`config.mk`:
```
export PLATFORM = sky130hd
export DESIGN_NAME = power_control_voltage_monitor
export DESIGN_NICKNAME = d
export VERILOG_FILES = /design/src/power_control_pkg.sv /design/src/power_control_voltage_monitor.sv
export SDC_FILE = /design/constraint.sdc
export NUM_CORES = 1
export LEC_CHECK = 0
export BUFFER_PORTS_ARGS = -buffer_cell sky130_fd_sc_hd__buf_2
export CAP_MARGIN = 10
export CORE_ASPECT_RATIO = 0.9
export CORE_MARGIN = 5
export CORE_UTILIZATION = 51
export DETAILED_ROUTE_END_ITERATION = 7
export PLACE_DENSITY = 0.81
export SYNTH_ARGS = -nofsm -noshare
export SYNTH_HDL_FRONTEND = slang
export SYNTH_SLANG_ARGS = --single-unit
```
`constraint.sdc`:
```
create_clock -name mclk -period 3.38 [get_ports mclk]
set_input_delay 0.507 -clock mclk [delete_from_list [all_inputs] [get_ports mclk]]
set_output_delay 0.507 -clock mclk [all_outputs]
set_load 0.01 [all_outputs]
```
`src/power_control_pkg.sv`:
```
// Package: register map, field layout, reset values and timing counts of the power control block.
package power_control_pkg;

    // ************************************************************
    // Register map
    // ************************************************************
    localparam logic [7:0] POWER_CONTROL_ONE_OFFSET       = 8'h00;
    localparam logic [7:0] VOLTAGE_MONITOR_CONTROL_OFFSET = 8'h04;
    localparam logic [7:0] POWER_STATUS_OFFSET            = 8'h14;

    localparam logic [31:0] POWER_CONTROL_ONE_RESET       = 32'h00000000;
    localparam logic [31:0] VOLTAGE_MONITOR_CONTROL_RESET = 32'h00000500;
    localparam logic [31:0] POWER_CONTROL_ONE_MASK        = 32'h00087700;
    localparam logic [31:0] VOLTAGE_MONITOR_CONTROL_MASK  = 32'h00000F75;

    // ************************************************************
    // Field positions
    // ************************************************************
    localparam int STOP_WAKE_OSC_TIMING_BIT  = 19;
    localparam int STOP_LP_REGULATOR_BIT     = 14;
    localparam int FLASH_WAKE_WAIT_LSB       = 12;
    localparam int STOP_CORE_VOLTAGE_LSB     = 9;
    localparam int RTC_ACCESS_UNLOCK_BIT     = 8;
    localparam int MONITOR_FILTER_LENGTH_LSB = 9;
    localparam int MONITOR_FILTER_ENABLE_BIT = 8;
    localparam int MONITOR_THRESHOLD_LSB     = 4;
    localparam int MONITOR_SOURCE_BIT        = 2;
    localparam int MONITOR_ENABLE_BIT        = 0;
    localparam int MONITOR_RESULT_BIT        = 11;

    // ************************************************************
    // Timing
    // ************************************************************
    localparam int CLOCK_PERIOD_NS = 50;
    localparam int FLASH_WAIT_1_NS = 1000;
    localparam int FLASH_WAIT_2_NS = 2000;
    localparam int FLASH_WAIT_3_NS = 3000;
    localparam logic [7:0] FLASH_WAIT_1_CYCLES =
        8'((FLASH_WAIT_1_NS + CLOCK_PERIOD_NS - 1) / CLOCK_PERIOD_NS);
    localparam logic [7:0] FLASH_WAIT_2_CYCLES =
        8'((FLASH_WAIT_2_NS + CLOCK_PERIOD_NS - 1) / CLOCK_PERIOD_NS);
    localparam logic [7:0] FLASH_WAIT_3_CYCLES =
        8'((FLASH_WAIT_3_NS + CLOCK_PERIOD_NS - 1) / CLOCK_PERIOD_NS);
    localparam logic [10:0] FILTER_LONGEST = 11'h400;

    // Stop wake-up sequencer states.
    typedef enum logic [2:0] {
        SEQ_RUN        = 3'b000,
        SEQ_STOP       = 3'b001,
        SEQ_REGULATOR  = 3'b010,
        SEQ_OSCILLATOR = 3'b011,
        SEQ_FLASH_WAIT = 3'b100
    } wake_state_t;

    // Analog control bundle driven to the regulator and oscillator.
    typedef struct packed {
        logic       low_power_regulator;
        logic [1:0] core_voltage;
        logic       fast_osc_enable;
        logic       main_regulator_to_active;
    } analog_ctrl_t;

    // Monitor comparator configuration bundle.
    typedef struct packed {
        logic       enable;
        logic       source_pin;
        logic [2:0] threshold;
    } monitor_cfg_t;

endpackage

```
`src/power_control_voltage_monitor.sv`:
```
// Power control registers, stop wake-up sequencer and supply voltage monitor filter.
//
// Contract
// Half-word and word register accesses accepted.
// Oscillator waits regulator unless immediate bit set.
// Stop regulator choice follows regulator select bit.
// Flash wait after oscillator: 1,2,3,0 us.
// Software avoids flash 3us when wait zero.
// Stop core voltage from voltage select field.
// RTC access blocked until unlock bit set.
// First register clears only on power-on reset.
// Filter length codes map to slow-clock counts.
// Filter applied only when filter enable set.
// Threshold field picks one of eight levels.
// Source bit selects supply or external pin.
// Detection runs only while monitor enable set.
// Lock blocks enable writes; system reset clears.
// Second register resets 0x500 on power-on only.
// Status bit 11 reports monitor result.
// Wake delay sums regulator, oscillator, flash waits.
// Filtered result changes after stable run.
// Code 111 treated as 1024 cycles.
// Reserved bits read zero, ignore writes.
//
// Added by the designer: the AHB-Lite register port.
`timescale 1ns/10ps
`default_nettype none

module power_control_voltage_monitor (
    input  wire logic                            mclk,
    input  wire logic                            rst,
    input  wire logic                            por_rst,
    input  wire logic                            hsel,
    input  wire logic [7:0]                      haddr,
    input  wire logic [1:0]                      htrans,
    input  wire logic                            hwrite,
    input  wire logic [2:0]                      hsize,
    input  wire logic [31:0]                     hwdata,
    input  wire logic                            hready,
    output logic      [31:0]                     hrdata,
    output logic                                 hreadyout,
    output logic                                 hresp,
    input  wire logic                            monitor_enable_lock,
    input  wire logic                            stop_request,
    input  wire logic                            wake_request,
    input  wire logic                            main_regulator_ready,
    input  wire logic                            fast_osc_ready,
    input  wire logic                            slow_clock_tick,
    input  wire logic                            monitor_raw,
    output power_control_pkg::analog_ctrl_t      analog_ctrl,
    output power_control_pkg::monitor_cfg_t      monitor_cfg,
    output logic                                 flash_access_allowed,
    output logic                                 rtc_access_allowed,
    output logic                                 stop_active,
    output logic                                 wake_done
);

    // ************************************************************
    // Bus slave
    // ************************************************************
    logic [31:0] ctrl_one_reg;
    logic [31:0] ctrl_one_next;
    logic [31:0] mon_ctrl_reg;
    logic [31:0] mon_ctrl_next;
    logic        wr_pend_reg;
    logic [7:0]  wr_addr_reg;
    logic [1:0]  wr_size_reg;
    logic [1:0]  wr_lane_reg;
    logic        monitor_result_reg;
    logic        filter_last_reg;
    logic [10:0] filter_count_reg;
    logic [31:0] rdata_reg;

    wire         phase_valid = hsel && hready && htrans[1];
    wire         size_ok     = (hsize == 3'h1) || (hsize == 3'h2);
    wire  [31:0] lane_mask   = (wr_size_reg == 2'h2) ? 32'hFFFFFFFF :
                               (wr_lane_reg[1] ? 32'hFFFF0000 : 32'h0000FFFF);
    wire         wr_one      = wr_pend_reg &&
                               (wr_addr_reg == power_control_pkg::POWER_CONTROL_ONE_OFFSET);
    wire         wr_mon      = wr_pend_reg &&
                               (wr_addr_reg == power_control_pkg::VOLTAGE_MONITOR_CONTROL_OFFSET);
    wire  [31:0] one_wmask   = lane_mask & power_control_pkg::POWER_CONTROL_ONE_MASK;
    wire  [31:0] mon_wmask_a = lane_mask & power_control_pkg::VOLTAGE_MONITOR_CONTROL_MASK;
    // A set lock freezes the enable bit against software writes.
    wire  [31:0] mon_wmask   = monitor_enable_lock ?
        (mon_wmask_a & ~(32'h1 << power_control_pkg::MONITOR_ENABLE_BIT)) : mon_wmask_a;

    // Byte-enable style merge: only the written lanes of writable bits change.
    assign ctrl_one_next = wr_one ? ((ctrl_one_reg & ~one_wmask) | (hwdata & one_wmask))
                                  : ctrl_one_reg;
    assign mon_ctrl_next = wr_mon ? ((mon_ctrl_reg & ~mon_wmask) | (hwdata & mon_wmask))
                                  : mon_ctrl_reg;

    // Read mux; any size returns the whole aligned word, unmapped addresses read zero.
    wire  [7:0]  rd_addr     = {haddr[7:2], 2'b00};
    wire  [31:0] status_word = {20'h0, monitor_result_reg, 11'h0};
    wire  [31:0] read_word   =
        (rd_addr == power_control_pkg::POWER_CONTROL_ONE_OFFSET)       ? ctrl_one_reg :
        (rd_addr == power_control_pkg::VOLTAGE_MONITOR_CONTROL_OFFSET) ? mon_ctrl_reg :
        (rd_addr == power_control_pkg::POWER_STATUS_OFFSET)            ? status_word  : 32'h0;

    assign hreadyout = 1'b1;
    assign hresp     = 1'b0;
    assign hrdata    = rdata_reg;

    // Capture the address phase so the write lands in the data phase.
    always_ff @(posedge mclk) begin
        if (rst) begin
            wr_pend_reg <= 1'b0;
            wr_addr_reg <= 8'h00;
            wr_size_reg <= 2'h0;
            wr_lane_reg <= 2'h0;
            rdata_reg   <= 32'h0;
        end else begin
            wr_pend_reg <= phase_valid && hwrite && size_ok;
            wr_addr_reg <= {haddr[7:2], 2'b00};
            wr_size_reg <= hsize[1:0];
            wr_lane_reg <= haddr[1:0];
            if (phase_valid && !hwrite) begin
                rdata_reg <= read_word;
            end
        end
    end

    // Control registers are held through system reset; only power-on resets them.
    always_ff @(posedge mclk) begin
        if (por_rst) begin
            ctrl_one_reg <= power_control_pkg::POWER_CONTROL_ONE_RESET;
            mon_ctrl_reg <= power_control_pkg::VOLTAGE_MONITOR_CONTROL_RESET;
        end else begin
            ctrl_one_reg <= ctrl_one_next;
            mon_ctrl_reg <= mon_ctrl_next;
        end
    end

    // ************************************************************
    // Field decode
    // ************************************************************
    wire       osc_immediate = ctrl_one_reg[power_control_pkg::STOP_WAKE_OSC_TIMING_BIT];
    wire       lp_regulator  = ctrl_one_reg[power_control_pkg::STOP_LP_REGULATOR_BIT];
    wire [1:0] flash_wait    = ctrl_one_reg[power_control_pkg::FLASH_WAKE_WAIT_LSB +: 2];
    wire [1:0] core_voltage  = ctrl_one_reg[power_control_pkg::STOP_CORE_VOLTAGE_LSB +: 2];
    wire [2:0] filt_code     = mon_ctrl_reg[power_control_pkg::MONITOR_FILTER_LENGTH_LSB +: 3];
    wire       filt_enable   = mon_ctrl_reg[power_control_pkg::MONITOR_FILTER_ENABLE_BIT];
    wire       mon_enable    = mon_ctrl_reg[power_control_pkg::MONITOR_ENABLE_BIT];

    assign rtc_access_allowed = ctrl_one_reg[power_control_pkg::RTC_ACCESS_UNLOCK_BIT];

    // Threshold is passed on even with the pin source; the comparator then ignores it.
    assign monitor_cfg.enable     = mon_enable;
    assign monitor_cfg.source_pin = mon_ctrl_reg[power_control_pkg::MONITOR_SOURCE_BIT];
    assign monitor_cfg.threshold  = mon_ctrl_reg[power_control_pkg::MONITOR_THRESHOLD_LSB +: 3];

    // ************************************************************
    // Stop wake-up sequencer
    // ************************************************************
    power_control_pkg::wake_state_t state_reg;
    power_control_pkg::wake_state_t state_next;
    logic [7:0] wait_count_reg;
    logic [7:0] wait_count_next;
    logic [7:0] flash_cycles;

    // Flash wait selection; code 11 means no wait, software keeps off flash.
    always_comb begin
        case (flash_wait)
            2'b00:   flash_cycles = power_control_pkg::FLASH_WAIT_1_CYCLES;
            2'b01:   flash_cycles = power_control_pkg::FLASH_WAIT_2_CYCLES;
            2'b10:   flash_cycles = power_control_pkg::FLASH_WAIT_3_CYCLES;
            default: flash_cycles = 8'h00;
        endcase
    end

    // The wake delay is the regulator wait, then oscillator start (overlapping it when the immediate bit is set), then flash wait.
    always_comb begin
        state_next      = state_reg;
        wait_count_next = wait_count_reg;
        case (state_reg)
            power_control_pkg::SEQ_RUN: begin
                if (stop_request) begin
                    state_next = power_control_pkg::SEQ_STOP;
                end
            end
            power_control_pkg::SEQ_STOP: begin
                if (wake_request) begin
                    state_next = osc_immediate ? power_control_pkg::SEQ_OSCILLATOR
                                               : power_control_pkg::SEQ_REGULATOR;
                end
            end
            power_control_pkg::SEQ_REGULATOR: begin
                if (main_regulator_ready) begin
                    state_next = power_control_pkg::SEQ_OSCILLATOR;
                end
            end
            power_control_pkg::SEQ_OSCILLATOR: begin
                if (fast_osc_ready && (!osc_immediate || main_regulator_ready)) begin
                    state_next      = power_control_pkg::SEQ_FLASH_WAIT;
                    wait_count_next = flash_cycles;
                end
            end
            power_control_pkg::SEQ_FLASH_WAIT: begin
                if (wait_count_reg == 8'h00) begin
                    state_next = power_control_pkg::SEQ_RUN;
                end else begin
                    wait_count_next = wait_count_reg - 8'h01;
                end
            end
            default: begin
                state_next = power_control_pkg::SEQ_RUN;
            end
        endcase
    end

    // Sequencer state follows system reset.
    always_ff @(posedge mclk) begin
        if (rst) begin
            state_reg      <= power_control_pkg::SEQ_RUN;
            wait_count_reg <= 8'h00;
        end else begin
            state_reg      <= state_next;
            wait_count_reg <= wait_count_next;
        end
    end

    wire in_stop = (state_reg == power_control_pkg::SEQ_STOP);

    // In stop the low-power regulator (when its select bit is set) and stop voltage apply; otherwise main at run level.
    assign analog_ctrl.low_power_regulator      = in_stop && lp_regulator;
    assign analog_ctrl.core_voltage             = in_stop ? core_voltage : 2'b00;
    assign analog_ctrl.fast_osc_enable          =
        (state_reg == power_control_pkg::SEQ_RUN) ||
        (state_reg == power_control_pkg::SEQ_OSCILLATOR) ||
        (state_reg == power_control_pkg::SEQ_FLASH_WAIT);
    assign analog_ctrl.main_regulator_to_active = !in_stop;
    assign flash_access_allowed = (state_reg == power_control_pkg::SEQ_RUN);
    assign stop_active          = (state_reg != power_control_pkg::SEQ_RUN);
    assign wake_done            = (state_reg == power_control_pkg::SEQ_FLASH_WAIT) &&
                                  (wait_count_reg == 8'h00);

    // ************************************************************
    // Monitor digital filter
    // ************************************************************
    logic [10:0] filter_len;

    // Unlisted codes 110 and 111 are both treated as the longest filter.
    always_comb begin
        case (filt_code)
            3'b000:  filter_len = 11'h001;
            3'b001:  filter_len = 11'h002;
            3'b010:  filter_len = 11'h004;
            3'b011:  filter_len = 11'h010;
            3'b100:  filter_len = 11'h040;
            3'b101:  filter_len = 11'h080;
            default: filter_len = power_control_pkg::FILTER_LONGEST;
        endcase
    end

    // Count consecutive slow ticks at a new raw level; restart on any change.
    wire filter_hit = (filter_count_reg + 11'h001) >= filter_len;

    // The result follows power-on reset, like the status register it appears in.
    always_ff @(posedge mclk) begin
        if (por_rst) begin
            monitor_result_reg <= 1'b0;
            filter_last_reg    <= 1'b0;
            filter_count_reg   <= 11'h000;
        end else if (!mon_enable) begin
            monitor_result_reg <= 1'b0;
            filter_last_reg    <= 1'b0;
            filter_count_reg   <= 11'h000;
        end else if (!filt_enable) begin
            monitor_result_reg <= monitor_raw;
            filter_last_reg    <= monitor_raw;
            filter_count_reg   <= 11'h000;
        end else if (slow_clock_tick) begin
            filter_last_reg <= monitor_raw;
            if (monitor_raw == monitor_result_reg) begin
                filter_count_reg <= 11'h000;
            end else if (monitor_raw != filter_last_reg) begin
                filter_count_reg <= 11'h001;
                if (filter_len == 11'h001) begin
                    monitor_result_reg <= monitor_raw;
                    filter_count_reg   <= 11'h000;
                end
            end else if (filter_hit) begin
                monitor_result_reg <= monitor_raw;
                filter_count_reg   <= 11'h000;
            end else begin
                filter_count_reg <= filter_count_reg + 11'h001;
            end
        end
    end

endmodule // power_control_voltage_monitor

`default_nettype wire

```
[Word level (Yosys, flattened, before mapping)]
Index checks and enable logic that the tools add are counted.
Word-level totals
  register bits: 133
  input bits: 58
  word-level logic and storage cells: 117
Operators by class
  $add $sub $neg: 2
  order comparisons: 1
  equality and inequality tests: 30
  muxes and demuxes: 31
  bitwise logic cells: 10
  reductions and logical operators: 30
Operators with widths (number)
  one-hot mux 11 bit (6 select lines): 1
  bitwise AND 32 bit: 2
  two-way mux 32 bit: 2
  OR 32 bit: 2
  two-way mux 20 bit: 2
  two-way mux 11 bit: 3
  bitwise AND 32 x 12 -> 32 bit: 1
  bitwise AND 32 x 20 -> 32 bit: 1
  inverter 12 -> 32 bit: 1
  inverter 20 -> 32 bit: 1
  logical NOT 8 bit: 3
  one-hot mux 6 bit (3 select lines): 1
  two-way mux 8 bit: 2
  inequality test 2 bit, second input constant: 8
  one-hot mux 8 bit (2 select lines): 1
  equality test 3 x 2 -> 1 bit, second input constant: 5
  two-way mux 3 bit: 5
  one-hot mux 3 bit (5 select lines): 1
  two-way mux 12 bit: 1
  adder 11 x 1 -> 11 bit, second input constant: 1
  equality test 11 x 1 -> 1 bit, second input constant: 1
  >= comparator 11 bit: 1
  two-way mux 1 bit: 11
  logical AND 1 bit: 10
  25 further kinds: 37

[Depth between registers and ports, before layout]
Gate-level depths: netlist of the first run.
  depth in word-level cells: 8
  mapped depth: 11
  gate-level depth less buffers: 11

[Least setup slack after synthesis of the first run]
No wires, ideal clock.
  path type: flip-flop to flip-flop
  from: register filter_count_reg[0]
  to: register filter_count_reg[3]
  library setup time: 70 ps
  arrival: 2624 ps
  slack: 686 ps
  stages on the path, launching flop included: 12
  buffers on the path: 0
  period minus slack after synthesis: 2694 ps
  cell sequence: dfxtp_1 > ha_1 > and4_1 > and3_1 > nand2_1 > xnor2_1 > ha_1 > nor4b_1 > o311ai_1 > nor4_4 > o22ai_1 > a21oi_1
Between the ends
  word-level cells in the longest chain between the ends: 5
RTL lines
  from (decl): RTL line power_control_voltage_monitor.sv:71  | logic [10:0] filter_count_reg;
  from (signal assigned): RTL line power_control_voltage_monitor.sv:288  | filter_count_reg <= filter_count_reg + 11'h001;
  adder 11 x 1 -> 11 bit *: RTL line power_control_voltage_monitor.sv:258, power_control_voltage_monitor.sv:288
  >= comparator 11 bit: RTL line power_control_voltage_monitor.sv:258  | wire filter_hit = (filter_count_reg + 11'h001) >= filter_len;
  two-way mux 11 bit *: RTL line power_control_voltage_monitor.sv:284  | end else if (filter_hit) begin
  two-way mux 11 bit *: RTL line power_control_voltage_monitor.sv:278  | end else if (monitor_raw != filter_last_reg) begin
  two-way mux 11 bit *: RTL line power_control_voltage_monitor.sv:276  | if (monitor_raw == monitor_result_reg) begin
Mark *: on every way between the ends. The rest lies on a longest branch, timed or not.
A chain may end at the register's enable or synchronous reset.

[Worst setup path in the final report of the first run]
  from: register filter_count_reg[1]
  to: register filter_count_reg[1]
Same word-level chain as after synthesis.

==> results.sh, run 1 <==
export IMPL_finalHoldViolCount=0
export IMPL_ir_worst_vdd_mv=0.262
export IMPL_viasPerCell=5.35
export IMPL_synth_edf_count=0
export IMPL_rrSetupSlack_ns=0.41
export IMPL_coreArea_um2=6550
export IMPL_grt_pass1_wl_mm=12.6
export IMPL_p_per_area_nw_per_um2=421
export IMPL_path_max_fanout=6
export IMPL_syn_avg_cell_area_um2=8.46
export IMPL_synth_seq_area_share_pct=36.8
export IMPL_fin_crit_sh_pct=87.9
export IMPL_grtUsageTotal_pct=19.3
export IMPL_drc=0
export IMPL_timing_fmax_mhz=337
export IMPL_nets=530
export IMPL_final_layout_size_suffix_gt1_share_pct=20.3
export IMPL_synthToLayoutAreaGrowth_pct=14.9
export IMPL_htree_levels=3
export IMPL_ios=106
export IMPL_grt_setup_unrepaired="false"
export IMPL_die_w_um=96.4
export IMPL_cts_buffer_depth=2
export IMPL_cts_hold_fix_buffers=0
export IMPL_die_area_um2=8460
export IMPL_cts_buffers=9
export IMPL_hpwl_mm=5.74
export IMPL_p_leak_nw=1.65
export IMPL_cp_start_kind="flop"
export IMPL_period_needed_ns=2.97
export IMPL_synth_cells=405
export IMPL_critPathKind="flop to flop"
export IMPL_synth_cell_type_count=55
export IMPL_path_clk_slew_ns=0.07
export IMPL_synth_fa_ha_area_share_pct=4.75
export IMPL_slew_headroom_pct=44.1
export IMPL_antenna_cells=0
export IMPL_place_congestion=0.880
export IMPL_dominantRegCellSynth="dfxtp_1"
export IMPL_tightestPinTransition_ns=0.830
export IMPL_ys_async_sr_fraction_pct=0
export IMPL_ant_nets=0
export IMPL_dr_total_vias=2962
export IMPL_cap_violations=0
export IMPL_drt_pass1_iterations=5
export IMPL_synth_top_family_by_area="simple AND/OR/NAND/NOR gates"
export IMPL_clock_skew_ns=0.00562
export IMPL_status="finished clean"
export IMPL_totalNegativeSetupSlack_ns=0
export IMPL_grt_overflow_total=0
export IMPL_muxShareOfSynthArea_pct=5.66
export IMPL_utilization_pct=60.0
export IMPL_cts_tree="built"
export IMPL_rows=28
export IMPL_placed_area_um2=3670
export IMPL_wl_per_cell_um=14.2
export IMPL_wirelength_mm=7.88
export IMPL_port_buffers=63
export IMPL_cp_data_required_time_ns=3.65
export IMPL_hold_path_class="input pin to flop"
export IMPL_setup_viol=0
export IMPL_synth_simple_gate_area_share_pct=26.9
export IMPL_synth_compound_area_share_pct=14.0
export IMPL_clock_sinks=63
export IMPL_clock_latency_ns=0.34
export IMPL_antenna_found_initial=0
export IMPL_netlist_area_um2=3420
export IMPL_dieHeight_um=87.7
export IMPL_arrival_ns=3.24
export IMPL_initial_core_util_pct=52.3
export IMPL_cts_root_buf="clkbuf_8"
export IMPL_end_kind="flop"
export IMPL_synth_xor_area_share_pct=3.07
export IMPL_grt_max_degree=35
export IMPL_stdcell_area_um2=3930
export IMPL_slew_violations=0
export IMPL_yosys_warnings=0
export IMPL_ys_ff_latch=63
export IMPL_dr_first_iter_drc_count=126
export IMPL_grt_pass1_vias=2711
metal layers:
metal / up-vias / wire (um) / GRT usage [%]
met4: 0 / 157 / 6.75
met1: 1374 / 3540 / 25.0
met2: 99 / 3580 / 30.2
met3: 18 / 593 / 6.19
met5: - / 0 / 0
li1: 1471 / - / -
stage by stage:
stage / instances / hold slack, ns / power (mW) / setup slack [ns]
floorplan: 424 / 0.461 / 0.854 / 0.686
global route: 554 / 0.373 / 1.73 / 0.100
CTS: 552 / 0.370 / 1.67 / 0.250
global placement: 536 / 0.471 / 0.876 / 0.358
detailed placement: 536 / 0.482 / 0.879 / 0.273
finish: 554 / 0.386 / 1.66 / 0.408
area by class of cell:
class / instances / area, um2
Timing Repair Buffer: 66 / 338
Inverter: 10 / 37.5
Fill cell: 604 / 2620
Clock inverter: 3 / 90.1
Multi-Input combinational cell: 309 / 1950
Tap cell: 90 / 113
Clock buffer: 13 / 149
Sequential cell: 63 / 1260
kinds of logic after synthesis:
logic type	count (synthesis)
fa+ha+maj	13
other cells	2
flops	63
xor+xnor	12
mux	19
compound gates	73
buf+inv	52
simple gates	171
worst max-delay path: stages (launching register included):
cell and delay, ns:
dfxtp_1 0.40, ha_1 0.24, and4_1 0.27, and3_1 0.18
nand2_1 0.07, xnor2_1 0.16, ha_1 0.24, nor4b_2 0.40
o311ai_1 0.22, nor4_4 0.30, buf_4 0.18, o21ai_0 0.08
a21oi_1 0.16
cell usage in the layout, fill, tap and decap left out, types with 2 or more instances in the layout:
cell type   n
ha_1       13
dfxtp_1    63
nand2_1    23
xor2_1      3
inv_1      10
o21ai_0    13
nor3_1     15
a22oi_1    16
or4_1       2
o22ai_1     5
conb_1     21
and2_1     10
a211oi_1    2
xnor2_1     9
a21oi_1    20
a211o_1     2
o21a_1      3
bufinv_16   3
nor3b_1     2
nand3b_1    2
nor4b_1     2
or2_2       2
and3_1      4
and4b_1     2
nor2_1     52
nor2b_1    18
mux2_2      3
clkbuf_1    3
nand3_1     6
clkbuf_8   10
mux2i_1    16
buf_2      63
nor4_1      4
nand2b_1   15
buf_4       3
or3b_2      2
final timing paths:
| kind | cells past startpoint | to | startpoint |
|---|---|---|---|
| min | 2 | wr_lane_reg[1] | haddr[1] |
| min reg2reg | 2 | filter_count_reg[10] | filter_count_reg[10] |
| max reg2reg | 12 | filter_count_reg[1] | filter_count_reg[1] |
| max | 12 | filter_count_reg[1] | filter_count_reg[1] |
power by group:
part / switching (mW) / leakage, nW / internal [mW]
combinational: 0.0626 / 1.02 / 0.0442
clock: 0.281 / 0.118 / 0.511
sequential: 0.00716 / 0.510 / 0.751
cells in the mapped netlist (all sizes together) (2+ instances only):
cell    count  area (um2)
buf        28         205
o21ai      14        70.1
nor3b       3        27.5
xnor2       9        78.8
clkbuf     14        52.6
a211oi      2        15.0
dfxtp      63        1260
and3        4        25.0
nand2b     15        93.8
or2         2        12.5
a211o       2        17.5
o21a        3        22.5
and4b       2        20.0
nor3       15        75.1
or4         2        15.0
nor2b      18         113
inv        10        37.5
o311ai      2        17.5
ha         13         163
mux2i      16         160
a21oi      20         100
o22ai       6        43.8
nor4        5        46.3
and2       10        62.6
nand3       6        30.0
a22oi      16         120
nor4b       3        26.3
nand2      24        92.6
nor2       52         195
and4        2        20.0
mux2        3        33.8
nand3b      2        15.0
or3b        2        17.5
or3         2        17.5
xor2        3        26.3
conb        2        7.51
repair_timing:
| action | 4_1_cts | 5_1_grt |
|---|---|---|
| setup buffers | 0 | 2 |
| gates resized for setup | 0 | 1 |
| setup endpoints to repair | 0 | 10 |
Power figures use the tool's default switching activity.
==> inputs of run 2 (changes only) <==
Settings changed: CORE_UTILIZATION 51 to 50, PLACE_DENSITY 0.81 to 0.79.
Clock period 3.38 ns to 3.3 ns, I/O delays scaled along.
==> results.sh, run 2 (synthesis results as in run 1) <==
export IMPL_totalNegativeSetupSlack_ns=0
export IMPL_htree_levels=3
export IMPL_rrSetupSlack_ns=0.35
export IMPL_end_kind="flop"
export IMPL_coreArea_um2=6620
export IMPL_p_per_area_nw_per_um2=399
export IMPL_startpoint="filter_count_reg[1]"
export IMPL_grt_setup_unrepaired="false"
export IMPL_antenna_cells=0
export IMPL_nets=530
export IMPL_drt_pass1_iterations=5
export IMPL_mostFrequentLayoutCells="dfxtp_1, buf_2, nor2_1"
export IMPL_setup_viol=0
export IMPL_viasPerCell=5.39
export IMPL_rows=28
export IMPL_cp_data_required_time_ns=3.57
export IMPL_timing_hold_ws_ns=0.384
export IMPL_dr_first_iter_drc_count=148
export IMPL_antenna_found_initial=0
export IMPL_cts_tree="built"
export IMPL_clock_skew_ns=0.00951
export IMPL_met2_usage_pct=30.3
export IMPL_slew_violations=0
export IMPL_die_w_um=97.2
export IMPL_initial_core_util_pct=51.7
export IMPL_cts_resized_gates=0
export IMPL_fillers=604
export IMPL_cts_root_buf="clkbuf_8"
export IMPL_drc=0
export IMPL_ant_nets=0
export IMPL_ios=106
export IMPL_fin_crit_sh_pct=89.5
export IMPL_wl_per_cell_um=14.6
export IMPL_tightestPinTransition_ns=0.792
export IMPL_cap_violations=0
export IMPL_rr_startpoint="filter_count_reg[1]"
export IMPL_grt_busiest_layer="met2"
export IMPL_status="finished clean"
export IMPL_path_clk_slew_ns=0.07
export IMPL_p_leak_nw=1.62
export IMPL_arrival_ns=3.23
export IMPL_port_buffers=63
export IMPL_place_congestion=0.896
export IMPL_period_needed_ns=2.95
export IMPL_wirelength_mm=8.08
export IMPL_endpoint="filter_count_reg[5]"
export IMPL_clock_sinks=63
export IMPL_grt_max_degree=35
export IMPL_slew_headroom_pct=46.7
export IMPL_dr_total_vias=2986
export IMPL_cts_buffer_depth=2
export IMPL_design_power_total_mw=1.55
export IMPL_die_area_um2=8610
export IMPL_cp_start_kind="flop"
export IMPL_hold_path_class="input pin to flop"
export IMPL_finalHoldViolCount=0
export IMPL_grt_pass1_vias=2734
export IMPL_reg2reg_depth=12
export IMPL_cts_buffers=9
export IMPL_final_layout_size_suffix_gt1_share_pct=20.7
export IMPL_path_max_fanout=5
export IMPL_ir_worst_vdd_mv=0.208
export IMPL_critPathKind="flop to flop"
export IMPL_grt_pass1_wl_mm=12.8
export IMPL_grt_util_met1_pct=22.9
export IMPL_met3_usage_pct=6.62
export IMPL_timing_fmax_mhz=339
export IMPL_dpl_worst_slack_ns=0.335
export IMPL_grt_overflow_total=0
export IMPL_dieHeight_um=88.5
export IMPL_hpwl_mm=5.99
export IMPL_grtUsageTotal_pct=18.4
export IMPL_cts_hold_fix_buffers=0
export IMPL_post_cts_buffers=0
export IMPL_clock_latency_ns=0.34
export IMPL_reg2reg_to="filter_count_reg[5]"
export IMPL_synthToLayoutAreaGrowth_pct=13.5
export IMPL_fin_ws_ns=0.347
export IMPL_utilization_pct=58.7
-- run 2: cell count changes in the layout (fill, tap and decap cells not counted) --
| cell | change |
|---|---|
| nor4b_2 | -1 |
| clkinvlp_4 | +2 |
| clkinv_2 | +3 |
| bufinv_16 | -2 |
| clkbuf_1 | -3 |
| nor4b_1 | +1 |
-- run 2: routing by layer --
| metal | wire length, um | vias up | share of wire [%] |
|---|---|---|---|
| met4 | 102 | 0 | 1.3 |
| met5 | 0 | - | 0 |
| met2 | 3680 | 101 | 46 |
| met3 | 634 | 14 | 7.8 |
| met1 | 3660 | 1399 | 45 |
| li1 | - | 1472 | - |
-- run 2: per-stage QoR --
stage / area, um2 / std cells
finish: 3890 / 554
global route: 3890 / 554
CTS: 3890 / 554
detailed placement: 3690 / 538
global placement: 3690 / 538
floorplan: 3500 / 424
-- run 2: where the power goes --
part           internal (mW)  total [mW]  switching [mW]
sequential             0.769       0.776         0.00742
combinational         0.0448       0.109          0.0641
clock                  0.365       0.665           0.300
-- run 2: final cells by class --
| type | count | area, um2 | area share, % |
|---|---|---|---|
| Sequential cell | 63 | 1260 | 32.5 |
| Multi-Input combinational cell | 309 | 1940 | 49.9 |
| Clock inverter | 6 | 60.1 | 1.55 |
| Tap cell | 90 | 113 | 2.90 |
| Inverter | 10 | 37.5 | 0.966 |
| Clock buffer | 10 | 138 | 3.54 |
| Timing Repair Buffer | 66 | 338 | 8.69 |
-- run 2: how the worst min path moves through the flow --
stage / start / cells after the start / end / slack, ns
global route: hwdata[5] / 3 / flop / 0.38
detailed placement: filter_count_reg[10] / 2 / filter_count_reg[10] / 0.49
global placement: filter_count_reg[10] / 2 / filter_count_reg[10] / 0.47
finish: hwdata[13] / 3 / flop / 0.38
floorplan: monitor_result_reg / 2 / monitor_result_reg / 0.46
CTS: hwdata[13] / 3 / flop / 0.36
-- run 2: worst max-delay path: stages (launching register included) --
cell,delay [ns]
dfxtp_1,0.40
ha_1,0.23
and4_1,0.28
and3_1,0.19
nand2_1,0.07
xnor2_1,0.15
ha_1,0.23
nor4b_1,0.47
o311ai_1,0.24
nor4_4,0.20
buf_4,0.18
o22ai_1,0.08
a21oi_1,0.15
